File: src/hw/cdsd_pkg.sv
// Package for the control data-stage descriptor engine
package cdsd_pkg;
	localparam int LEN_W = 17;
	localparam int LEN_LSB = 0;
	localparam int PKT_LSB = 17;
	localparam int PKT_W = 5;
	localparam int INTR_LSB = 22;
	localparam int INTR_W = 10;
	localparam int PHASE_BIT = 0;
	localparam int EVAL_NEXT_BIT = 1;
	localparam int SHORT_NOTIFY_BIT = 2;
	localparam int SNOOP_BIT = 3;
	localparam int LINK_BIT = 4;
	localparam int DONE_NOTIFY_BIT = 5;
	localparam int INLINE_BIT = 6;
	localparam int TYPE_LSB = 10;
	localparam int TYPE_W = 6;
	localparam int DIR_BIT = 16;
	localparam logic [5:0] TYPE_DATA_STAGE = 6'h03;
	localparam logic [4:0] CC_SUCCESS = 5'h01;
	localparam logic [4:0] CC_SHORT = 5'h0d;
	localparam logic [4:0] CC_TRB_ERR = 5'h05;
	localparam logic [3:0] INLINE_MAX = 4'h8;
	localparam logic [7:0] A_CTRL = 8'h00;
	localparam logic [7:0] A_STAT = 8'h04;
	localparam logic [7:0] A_W0 = 8'h10;
	localparam logic [7:0] A_W1 = 8'h14;
	localparam logic [7:0] A_W2 = 8'h18;
	localparam logic [7:0] A_W3 = 8'h1c;
	localparam logic [7:0] A_XFER = 8'h20;
	localparam logic [7:0] A_EVT = 8'h24;
	localparam logic [7:0] A_EVTLEN = 8'h28;
	localparam logic [7:0] A_DMA_LO = 8'h2c;
	localparam logic [7:0] A_DMA_HI = 8'h30;
	localparam logic [7:0] A_DATA = 8'h34;
	typedef enum logic [2:0] {
		ST_IDLE = 3'b000,
		ST_DECODE = 3'b001,
		ST_MOVE = 3'b010,
		ST_EVENT = 3'b011,
		ST_DONE = 3'b100
	} cdsd_state_t;
	typedef struct packed {
		logic [4:0] code;
		logic [LEN_W-1:0] residual;
		logic [INTR_W-1:0] intr;
		logic to_status;
		logic eval_next;
		logic chained;
	} cdsd_event_t;
endpackage : cdsd_pkg

File: src/hw/cdsd_engine.sv
// Data-stage descriptor engine with AHB-Lite register slave
`timescale 1ns/1ps
module cdsd_engine (
	input wire logic hclk, // Core clock
	input wire logic hresetn, // Async reset, low
	input wire logic hsel, // Slave select
	input wire logic [31:0] haddr, // Byte address
	input wire logic [1:0] htrans, // Transfer type
	input wire logic hwrite, // Write
	input wire logic [2:0] hsize, // Size
	input wire logic [31:0] hwdata, // Write data
	input wire logic hready, // Bus ready
	output logic [31:0] hrdata, // Read data
	output logic hreadyout, // Slave ready
	output logic hresp, // Response
	input wire logic snoop_cfg_en, // Config enable-no-snoop
	output logic [63:0] dma_addr, // Current buffer byte address
	output logic dma_dir_in, // Stage direction
	output logic dma_no_snoop, // Requester attribute
	output logic [4:0] pkts_left, // Packets remaining
	output logic event_valid, // Event pulse
	output cdsd_pkg::cdsd_event_t event_info // Event contents
);
	logic [31:0] w0_r, w1_r, w2_r, w3_r, w0_nxt, w1_nxt, w2_nxt, w3_nxt;
	logic [16:0] done_r, done_nxt, arrived_r, arrived_nxt;
	logic start_r, start_nxt, short_r, short_nxt, busy_r;
	logic [7:0] data_r, data_nxt;
	logic data_vld_r, data_vld_nxt;
	cdsd_pkg::cdsd_state_t st_r, st_nxt;
	cdsd_pkg::cdsd_event_t ev_r, ev_nxt;
	logic ev_v_r, ev_v_nxt;
	logic [63:0] base_addr;
	logic [16:0] len, resid;
	logic inl, dir_in, ev_short, ev_done, bad;
	logic ap_wr_r, ap_rd_r;
	logic [7:0] ap_a_r;
	logic xfer_go, short_in;
	logic cyc_r, cyc_nxt;

	assign base_addr = {w1_r, w0_r};
	assign len = w2_r[cdsd_pkg::LEN_LSB +: cdsd_pkg::LEN_W];
	assign inl = w3_r[cdsd_pkg::INLINE_BIT];
	assign dir_in = w3_r[cdsd_pkg::DIR_BIT];
	assign resid = len - done_r;
	assign bad = (w3_r[cdsd_pkg::TYPE_LSB +: cdsd_pkg::TYPE_W] != cdsd_pkg::TYPE_DATA_STAGE)
		|| (len == 17'h00000) || (inl && (len > {13'h0000, cdsd_pkg::INLINE_MAX}));
	assign ev_short = short_r && w3_r[cdsd_pkg::SHORT_NOTIFY_BIT];
	assign ev_done = w3_r[cdsd_pkg::DONE_NOTIFY_BIT];
	assign busy_r = (st_r != cdsd_pkg::ST_IDLE) && (st_r != cdsd_pkg::ST_DONE);

	// Any byte offset; no alignment rounding
	assign dma_addr = base_addr + {47'h0, done_r};
	assign dma_dir_in = dir_in;
	assign dma_no_snoop = w3_r[cdsd_pkg::SNOOP_BIT] && snoop_cfg_en && busy_r;
	assign pkts_left = w2_r[cdsd_pkg::PKT_LSB +: cdsd_pkg::PKT_W];
	assign event_valid = ev_v_r;
	assign event_info = ev_r;
	assign hreadyout = 1'b1;
	assign hresp = 1'b0;

	always_comb begin
		st_nxt = st_r;
		done_nxt = done_r;
		short_nxt = short_r;
		ev_nxt = ev_r;
		ev_v_nxt = 1'b0;
		data_nxt = data_r;
		data_vld_nxt = data_vld_r;
		case (st_r)
			cdsd_pkg::ST_IDLE, cdsd_pkg::ST_DONE: begin
				// Run only when the descriptor's phase matches the consumer phase
				if (start_r && w3_r[cdsd_pkg::PHASE_BIT] == cyc_r) begin
					st_nxt = cdsd_pkg::ST_DECODE;
				end
			end
			cdsd_pkg::ST_DECODE: begin
				done_nxt = 17'h00000;
				short_nxt = 1'b0;
				st_nxt = bad ? cdsd_pkg::ST_EVENT : cdsd_pkg::ST_MOVE;
			end
			cdsd_pkg::ST_MOVE: begin
				if (inl && !dir_in) begin
					data_nxt = inl_byte(done_r[2:0]);
					data_vld_nxt = 1'b1;
				end
				if (xfer_go) begin
					done_nxt = done_r + 17'h00001;
					data_vld_nxt = 1'b0;
					if (done_r + 17'h00001 == len) begin
						st_nxt = cdsd_pkg::ST_EVENT;
					end
				end
				if (short_in) begin
					short_nxt = 1'b1;
					st_nxt = cdsd_pkg::ST_EVENT;
				end
			end
			cdsd_pkg::ST_EVENT: begin
				ev_nxt.intr = w2_r[cdsd_pkg::INTR_LSB +: cdsd_pkg::INTR_W];
				ev_nxt.residual = resid;
				ev_nxt.to_status = short_r || !w3_r[cdsd_pkg::LINK_BIT];
				ev_nxt.eval_next = w3_r[cdsd_pkg::EVAL_NEXT_BIT];
				ev_nxt.chained = w3_r[cdsd_pkg::LINK_BIT] && !short_r;
				ev_nxt.code = bad ? cdsd_pkg::CC_TRB_ERR :
					(short_r ? cdsd_pkg::CC_SHORT : cdsd_pkg::CC_SUCCESS);
				// One event even when both notify flags apply
				ev_v_nxt = bad || ev_short || ev_done;
				st_nxt = cdsd_pkg::ST_DONE;
			end
			default: st_nxt = cdsd_pkg::ST_IDLE;
		endcase
	end

	function automatic logic [7:0] inl_byte(input logic [2:0] i);
		logic [63:0] p;
		p = {w1_r, w0_r};
		inl_byte = p[{i, 3'b000} +: 8];
	endfunction

	// XFER writes with bit 0 set move bytes; in-stage short flagged by bit 1 of XFER
	assign xfer_go = ap_wr_r && ap_a_r == cdsd_pkg::A_XFER && hwdata[0] && st_r == cdsd_pkg::ST_MOVE;
	assign short_in = ap_wr_r && ap_a_r == cdsd_pkg::A_XFER && hwdata[1] && dir_in
		&& st_r == cdsd_pkg::ST_MOVE && !xfer_go;

	always_comb begin
		w0_nxt = w0_r;
		w1_nxt = w1_r;
		w2_nxt = w2_r;
		w3_nxt = w3_r;
		start_nxt = 1'b0;
		cyc_nxt = cyc_r;
		if (ap_wr_r && !busy_r) begin
			case (ap_a_r)
				cdsd_pkg::A_W0: w0_nxt = hwdata;
				cdsd_pkg::A_W1: w1_nxt = hwdata;
				cdsd_pkg::A_W2: w2_nxt = hwdata;
				// Reserved bits 9:7 and 31:17 dropped
				cdsd_pkg::A_W3: w3_nxt = {15'h0000, hwdata[16:10], 3'h0, hwdata[6:0]};
				cdsd_pkg::A_CTRL: begin
					start_nxt = hwdata[0];
					cyc_nxt = hwdata[1];
				end
				default: ;
			endcase
		end
	end

	always_comb begin
		case (ap_a_r)
			cdsd_pkg::A_STAT: hrdata = {24'h000000, 3'h0, short_r, data_vld_r, st_r};
			cdsd_pkg::A_W0: hrdata = w0_r;
			cdsd_pkg::A_W1: hrdata = w1_r;
			cdsd_pkg::A_W2: hrdata = w2_r;
			cdsd_pkg::A_W3: hrdata = w3_r;
			cdsd_pkg::A_XFER: hrdata = {15'h0000, done_r};
			cdsd_pkg::A_EVT: hrdata = {15'h0000, ev_r.to_status, ev_r.eval_next,
				ev_r.chained, 9'h000, ev_r.code};
			cdsd_pkg::A_EVTLEN: hrdata = {5'h00, ev_r.intr, ev_r.residual};
			cdsd_pkg::A_DMA_LO: hrdata = dma_addr[31:0];
			cdsd_pkg::A_DMA_HI: hrdata = dma_addr[63:32];
			cdsd_pkg::A_DATA: hrdata = {24'h000000, data_r};
			default: hrdata = 32'h00000000;
		endcase
		if (!ap_rd_r) begin
			hrdata = 32'h00000000;
		end
	end

	always_ff @(posedge hclk or negedge hresetn) begin
		if (!hresetn) begin
			ap_wr_r <= 1'b0;
			ap_rd_r <= 1'b0;
			ap_a_r <= 8'h00;
			w0_r <= 32'h00000000;
			w1_r <= 32'h00000000;
			w2_r <= 32'h00000000;
			w3_r <= 32'h00000000;
			start_r <= 1'b0;
			cyc_r <= 1'b0;
			st_r <= cdsd_pkg::ST_IDLE;
			done_r <= 17'h00000;
			short_r <= 1'b0;
			ev_r <= '0;
			ev_v_r <= 1'b0;
			data_r <= 8'h00;
			data_vld_r <= 1'b0;
		end else begin
			ap_wr_r <= hsel && hready && htrans[1] && hwrite;
			ap_rd_r <= hsel && hready && htrans[1] && !hwrite;
			ap_a_r <= haddr[7:0];
			w0_r <= w0_nxt;
			w1_r <= w1_nxt;
			w2_r <= w2_nxt;
			w3_r <= w3_nxt;
			start_r <= start_nxt;
			cyc_r <= cyc_nxt;
			st_r <= st_nxt;
			done_r <= done_nxt;
			short_r <= short_nxt;
			ev_r <= ev_nxt;
			ev_v_r <= ev_v_nxt;
			data_r <= data_nxt;
			data_vld_r <= data_vld_nxt;
		end
	end
endmodule // cdsd_engine

File: config.mk
export PLATFORM = sky130hd
export DESIGN_NAME = cdsd_engine
export DESIGN_NICKNAME = d
export VERILOG_FILES = /design/src/hw/cdsd_pkg.sv /design/src/hw/cdsd_engine.sv
export SDC_FILE = /design/constraint.sdc
export NUM_CORES = 1
export LEC_CHECK = 0
export BUFFER_PORTS_ARGS = -buffer_cell sky130_fd_sc_hd__buf_2
export CAP_MARGIN = 20
export CORE_AREA = 5 5 171 173
export CTS_BUF_LIST = sky130_fd_sc_hd__clkbuf_2
export DETAILED_ROUTE_END_ITERATION = 12
export DIE_AREA = 0 0 176 178
export PLACE_DENSITY = 0.66
export SLEW_MARGIN = 15
export SYNTH_ARGS = -nofsm -noshare
export SYNTH_HDL_FRONTEND = slang
export SYNTH_SLANG_ARGS = --single-unit
export TNS_END_PERCENT = 20
File: constraint.sdc
create_clock -name hclk -period 12.3 [get_ports hclk]
set_input_delay 1.23 -clock hclk [delete_from_list [all_inputs] [get_ports hclk]]
set_output_delay 1.23 -clock hclk [all_outputs]
set_load 0.01 [all_outputs]
# --- Yosys cells after proc, flatten, opt, wreduce, memory -nomap -nowiden ---
# Cells that the tools add are included.
word_totals:
  regBits: 188
  in_bits: 75
  out_inout_bits: 141
  word_cells: 117
classes:
  add_sub_neg: 3
  n_lt_le_gt_ge: 1
  n_eq_ne: 24
  shifts: 1
  mux: 19
  n_reduce_logical: 48
op_table:
  columns: ["cell", "n"]
  rows:
  - ["32-bit case mux with 11 select lines", 1]
  - ["64-bit by 17-bit adder with 64-bit output", 1]
  - ["64-bit by 7-bit indexed part select with 8-bit output", 1]
  - ["8-bit by 6-bit equality test with 1-bit output, second input constant", 6]
  - ["17-bit case mux with 2 select lines", 1]
  - ["8-bit by 5-bit equality test with 1-bit output, second input constant", 4]
  - ["32-bit two-way mux", 1]
  - ["1-bit logical AND", 20]
  - ["2-bit AND reduction", 9]
  - ["17-bit by 1-bit adder with 17-bit output, second input constant", 1]
  - ["17-bit equality test", 1]
  - ["17-bit by 4-bit > comparator with 1-bit output, second input constant", 1]
  - ["17-bit zero test", 1]
  - ["17-bit two-way mux", 1]
  - ["17-bit subtractor", 1]
  - ["3-bit two-way mux", 4]
  - ["3-bit case mux with 4 select lines", 1]
  - ["3-bit != test, second input constant", 3]
  - ["8-bit by 3-bit equality test with 1-bit output, second input constant", 1]
  - ["8-bit zero test", 1]
  - ["4-bit two-way mux", 2]
  - ["1-bit two-way mux", 7]
  - ["3-bit by 2-bit equality test with 1-bit output, second input constant", 2]
  - ["1-bit zero test", 6]
  - ["12 further kinds", 19]

# --- Longest topological paths before layout ---
depth:
  word_depth: 8
  mapped_depth: 12
  mapped_depth_nobuf: 11

# --- Least setup slack after synthesis ---
# OpenSTA, ideal clock, no wires.
synth_path:
  path_type: "register to output"
  from: "reg done_r[1]"
  to: "out hrdata[2]"
  arrival_time_ns: 3.721
  required_ns: 11.070
  setup_slack_ns: 7.349
  path_stages_with_launch: 13
  path_buffers: 2
  path_cell_list: "dfrtp_1 buf_1 clkbuf_1 inv_1 fa_1 nor2b_1 o31ai_2 a211oi_2 o2111ai_2 and2_1 nor4_1 xor2_1 a22o_1"
synth_via:
  elab_chain_len: 3
synth_rtl:
  columns: ["item", "line_no", "rtl"]
  rows:
  - ["start: declaration", "cdsd_engine.sv:25", "logic [16:0] done_r, done_nxt, arrived_r, arrived_nxt;"]
  - ["start signal: assignment", "cdsd_engine.sv:198", "done_r <= done_nxt;"]
  - ["64-bit by 17-bit adder with 64-bit output", "cdsd_engine.sv:52", "assign dma_addr = base_addr + {47'h0, done_r};"]
  - ["via dma_addr[34]", "cdsd_engine.sv:17", "output logic [63:0] dma_addr,"]
  - ["32-bit case mux with 11 select lines", "cdsd_engine.sv:149", "case (ap_a_r)"]
  - ["32-bit two-way mux", "cdsd_engine.sv:164", "if (!ap_rd_r) begin"]
  - ["end: declaration", "cdsd_engine.sv:13", "output logic [31:0] hrdata,"]
# The timed path passes the listed nets, and every way through them passes these cells.

# --- Worst setup path after layout ---
layout_path:
  from: "reg done_r[1]"
  to: "out hrdata[14]"
layout_via:
  elab_chain_len: 3
layout_rtl:
  columns: ["item", "line_no"]
  rows:
  - ["64-bit by 17-bit adder with 64-bit output", "cdsd_engine.sv:52"]
  - ["32-bit case mux with 11 select lines", "cdsd_engine.sv:149"]
  - ["32-bit two-way mux", "cdsd_engine.sv:164"]
# Every way passes these cells.

==> results_dict.tcl <==
set metrics [dict create \
    synthesis.instances 1237 \
    postCtsSetupRepairBufs 0 \
    worst_setup_path_start_kind "flop" \
    detailroute.via_count 11200 \
    synth_edf_count 0 \
    die-height_um 178 \
    critPathRequiredTime_ns 11.07 \
    max_stage_delay_ns 0.50 \
    p_leak_nw 5.81 \
    multi_input_comb_area_mm2 0.00715 \
    track_usage_pct 28.6 \
    synth_top_flop_cell "dfrtp_1" \
    drive_gt1_share_pct 28.4 \
    sum_of_buffers_and_inverters_on_the_critical_path 3 \
    combPwrFrac_pct 12.7 \
    slowest_cell_on_the_critical_path "a21oi_4" \
    cts.sinks 186 \
    ys.warnings.count 0 \
    via_cell_ratio 6.46 \
    post_cts_hold_buffer_count 0 \
    ys_seq_area_share_pct 38.1 \
    final_core_utilization_pct 49.8 \
    cp_top_family "compound AO/OA/AOI/OAI gates" \
    min-delay-path-class "in2async" \
    final_design_area_no_fill_mm2 0.0137 \
    switching_part_of_the_total_power_pct 33.2 \
    fillers 2638 \
    timing.clock.skew_ns 0.0806 \
    worst_setup_end_kind "output port" \
    crit_path_start "done_r[1]" \
    run_status "finished clean" \
    maxClockFrequency_mhz 165 \
    internal_power_w 0.000793 \
    setup.worst_path.class "reg2out" \
    design.final.nets 1491 \
    design_power_total_w 0.00119 \
    ys_async_sr_fraction_pct 100 \
    clockBufferDepth 2 \
    drt_pre_antenna_iters 6 \
    vias_in_the_first_global_route 10600 \
    synth.lib_cells_used.distinct 79 \
    netSwitchingPower_w 0.000395 \
    cts-resized-gates 0 \
    critPathMaxFanout 25 \
    timing.final.crit_share_pct 49.3 \
    cts_tree "yes" \
    share_of_power_burned_in_the_clock_network_pct 28.8 \
    worst_slew_margin_rel_pct 19.7 \
    ys_ff_latch 186 \
    drt_wl_total_um 45800 \
    routedWlPerCell_um 26.3 \
    pwr_density_cell_mw_per_mm2 86.9 \
    routabilityCongestion 1.01 \
    die_w_um 176 \
    floorplan.initialDensity_pct 44.5 \
    ioPinCount 216 \
    finalWorstPathRequiredPeriod_ns 6.06 \
    syn_avg_cell_area_um2 9.88 \
    coreArea_mm2 0.0275 \
    rsz0062_at_grt "false" \
    remaining_drc_errors 0 \
    dieArea_mm2 0.0313 \
    cts_buffers 17 \
    ant_nets 0 \
    seq_cell_area_mm2 0.00465 \
    fin_tns_setup_ns 0 \
    report.final.slew_viol_count 0 \
    area_growth_syn_to_layout_pct 11.9 \
    drt_first_iter_violations 1353 \
    finalSetupViolCount 0 \
    grt_max_degree 87 \
    synth_area_mm2 0.0122 \
    worstPathArrival_ns 4.83 \
    insertion_delay_ns 0.82 \
    htreeDepth 4 \
    clk_pin_slew_ns 0.38 \
    dpl.hpwl_um 34700 \
    numPortBuffers 183 \
    drv.max_cap_violation_count 0 \
    first_pass_grt_wire_length_um 68000 \
    worstMarginPinSlew_ns 1.19 \
    vdd_drop_max_mv 0.0641 \
    crit_path_cell_trace "buf_4 -> inv_1 -> fa_1 -> nor2b_1 -> o31ai_2 -> a211oi_2 -> o2111ai_2 -> a21oi_4 -> nand2_1 -> or3_1 -> a31oi_1 -> buf_2" \
    pwr-share-seq_pct 58.5 \
    hold_violations 0 \
    place_area_mm2 0.0134 \
    clock-root-buffer "clkbuf_2" \
    global_route.overflow_total 0 \
    rr_startpoint "ap_a_r[1]" \
    number_of_antenna_violations_at_the_first_check_in_global_routing 1 \
    core_rows 61 \
]
[cell usage after synthesis, types with 20 or more instances]
library cell / count / area [µm²]
nor4_1: 20 / 125
clkbuf_1: 48 / 180
xor2_1: 47 / 412
nand3_1: 57 / 285
inv_1: 27 / 101
a21oi_1: 44 / 220
xnor2_1: 49 / 429
dfrtp_1: 186 / 4650
ha_1: 34 / 425
nand2_1: 103 / 387
a22oi_1: 52 / 390
nor2_1: 73 / 274
nand4_1: 27 / 169
o21ai_0: 64 / 320
mux2_2: 117 / 1320
[cell usage in the layout (no fill, tap or decap), types with 17 or more instances in the layout]
| cell | Yosys | layout |
|---|---|---|
| xnor2_1 | 49 | 49 |
| buf_2 | 3 | 182 |
| nand3_1 | 57 | 57 |
| dfrtp_1 | 186 | 186 |
| and3_1 | 17 | 17 |
| inv_1 | 27 | 27 |
| a21oi_1 | 44 | 44 |
| nand4_1 | 27 | 27 |
| nor4_1 | 20 | 19 |
| clkbuf_2 | 0 | 17 |
| o21ai_0 | 64 | 64 |
| mux2_2 | 117 | 117 |
| a22oi_1 | 52 | 52 |
| nor2_1 | 73 | 67 |
| xor2_1 | 47 | 47 |
| nand2_1 | 103 | 102 |
| ha_1 | 34 | 34 |
[state kept, by name, summed over array words and instances (netlist names)]
register,count
done_r,17
w1_r,32
cyc_r,1
data_r,8
st_r,3
ap_rd_r,1
ap_a_r,8
ap_wr_r,1
w2_r,32
data_vld_r,1
short_r,1
w3_r,14
event_info,33
w0_r,32
event_valid,1
start_r,1
[final cells by class]
class / instances / share of cell area [%]
multi-input cells: 947 / 52.3
flip-flops and latches: 186 / 34.0
repair buffers: 200 / 7.84
well taps: 346 / 3.17
clock inverters: 15 / 1.27
inverters: 28 / 0.769
clock buffers: 17 / 0.622
diodes: 1 / 0.0183
[logic make-up after synthesis]
kind of cell | share of synthesized area, %
and+or+nand+nor | 15.6
AOI/OAI and AO/OA | 16.6
xor gates and xnor gates | 7.01
DFF | 38.1
other | 0.0615
buffers and inverters | 3.72
muxes | 15.1
adders and majority gates | 3.81
[stage by stage]
| step | hold WS, ns | worst slack [ns] | cells |
|---|---|---|---|
| after global routing | 0.389 | 6.01 | 1740 |
| after global placement | 0.468 | 7.22 | 1705 |
| final | 0.416 | 6.24 | 1740 |
| after floorplan | 0.450 | 7.35 | 1239 |
| after CTS | 0.401 | 6.31 | 1738 |
| after detailed placement | 0.475 | 7.21 | 1706 |
[power by group through the flow]
| stage | Combinational (W) | Sequential [W] | Clock, W |
|---|---|---|---|
| 2_1_floorplan | 0.0000865 | 0.000680 | 0 |
| 3_3_place_gp | 0.000148 | 0.000701 | 0 |
| 3_5_place_dp | 0.000150 | 0.000702 | 0 |
| 4_1_cts | 0.000151 | 0.000692 | 0.000347 |
| 5_1_grt | 0.000166 | 0.000697 | 0.000376 |
| 6_report | 0.000151 | 0.000695 | 0.000343 |
[final timing paths]
| path | endpoint | slack, ns | cells past startpoint |
|---|---|---|---|
| max | hrdata[14] | 6.24 | 12 |
| min | w1_r[19] | 0.42 | 1 |
| max reg2reg | w0_r[5] | 8.46 | 5 |
| min reg2reg | data_r[5] | 0.53 | 2 |
| max in group asynchronous | w2_r[3] | 10.63 | 2 |
| min in group hclk | ap_a_r[1] | 0.53 | 1 |
[worst reg2reg max path: stages (launching register included)]
cell     delay [ns]
dfrtp_1        0.45
or4_1          0.70
nor2_4         0.84
nand2_1        0.90
buf_4          0.51
mux2_1         0.34
[metal layers]
layer | track usage (%) | vias to the layer above | wire length, µm
met5 | 0 | - | 0
met4 | 8.64 | 0 | 1490
met3 | 7.35 | 110 | 4570
met2 | 42.9 | 658 | 20100
met1 | 40.8 | 5575 | 19600
li1 | - | 4904 | -
Power figures use the tool's default switching activity.
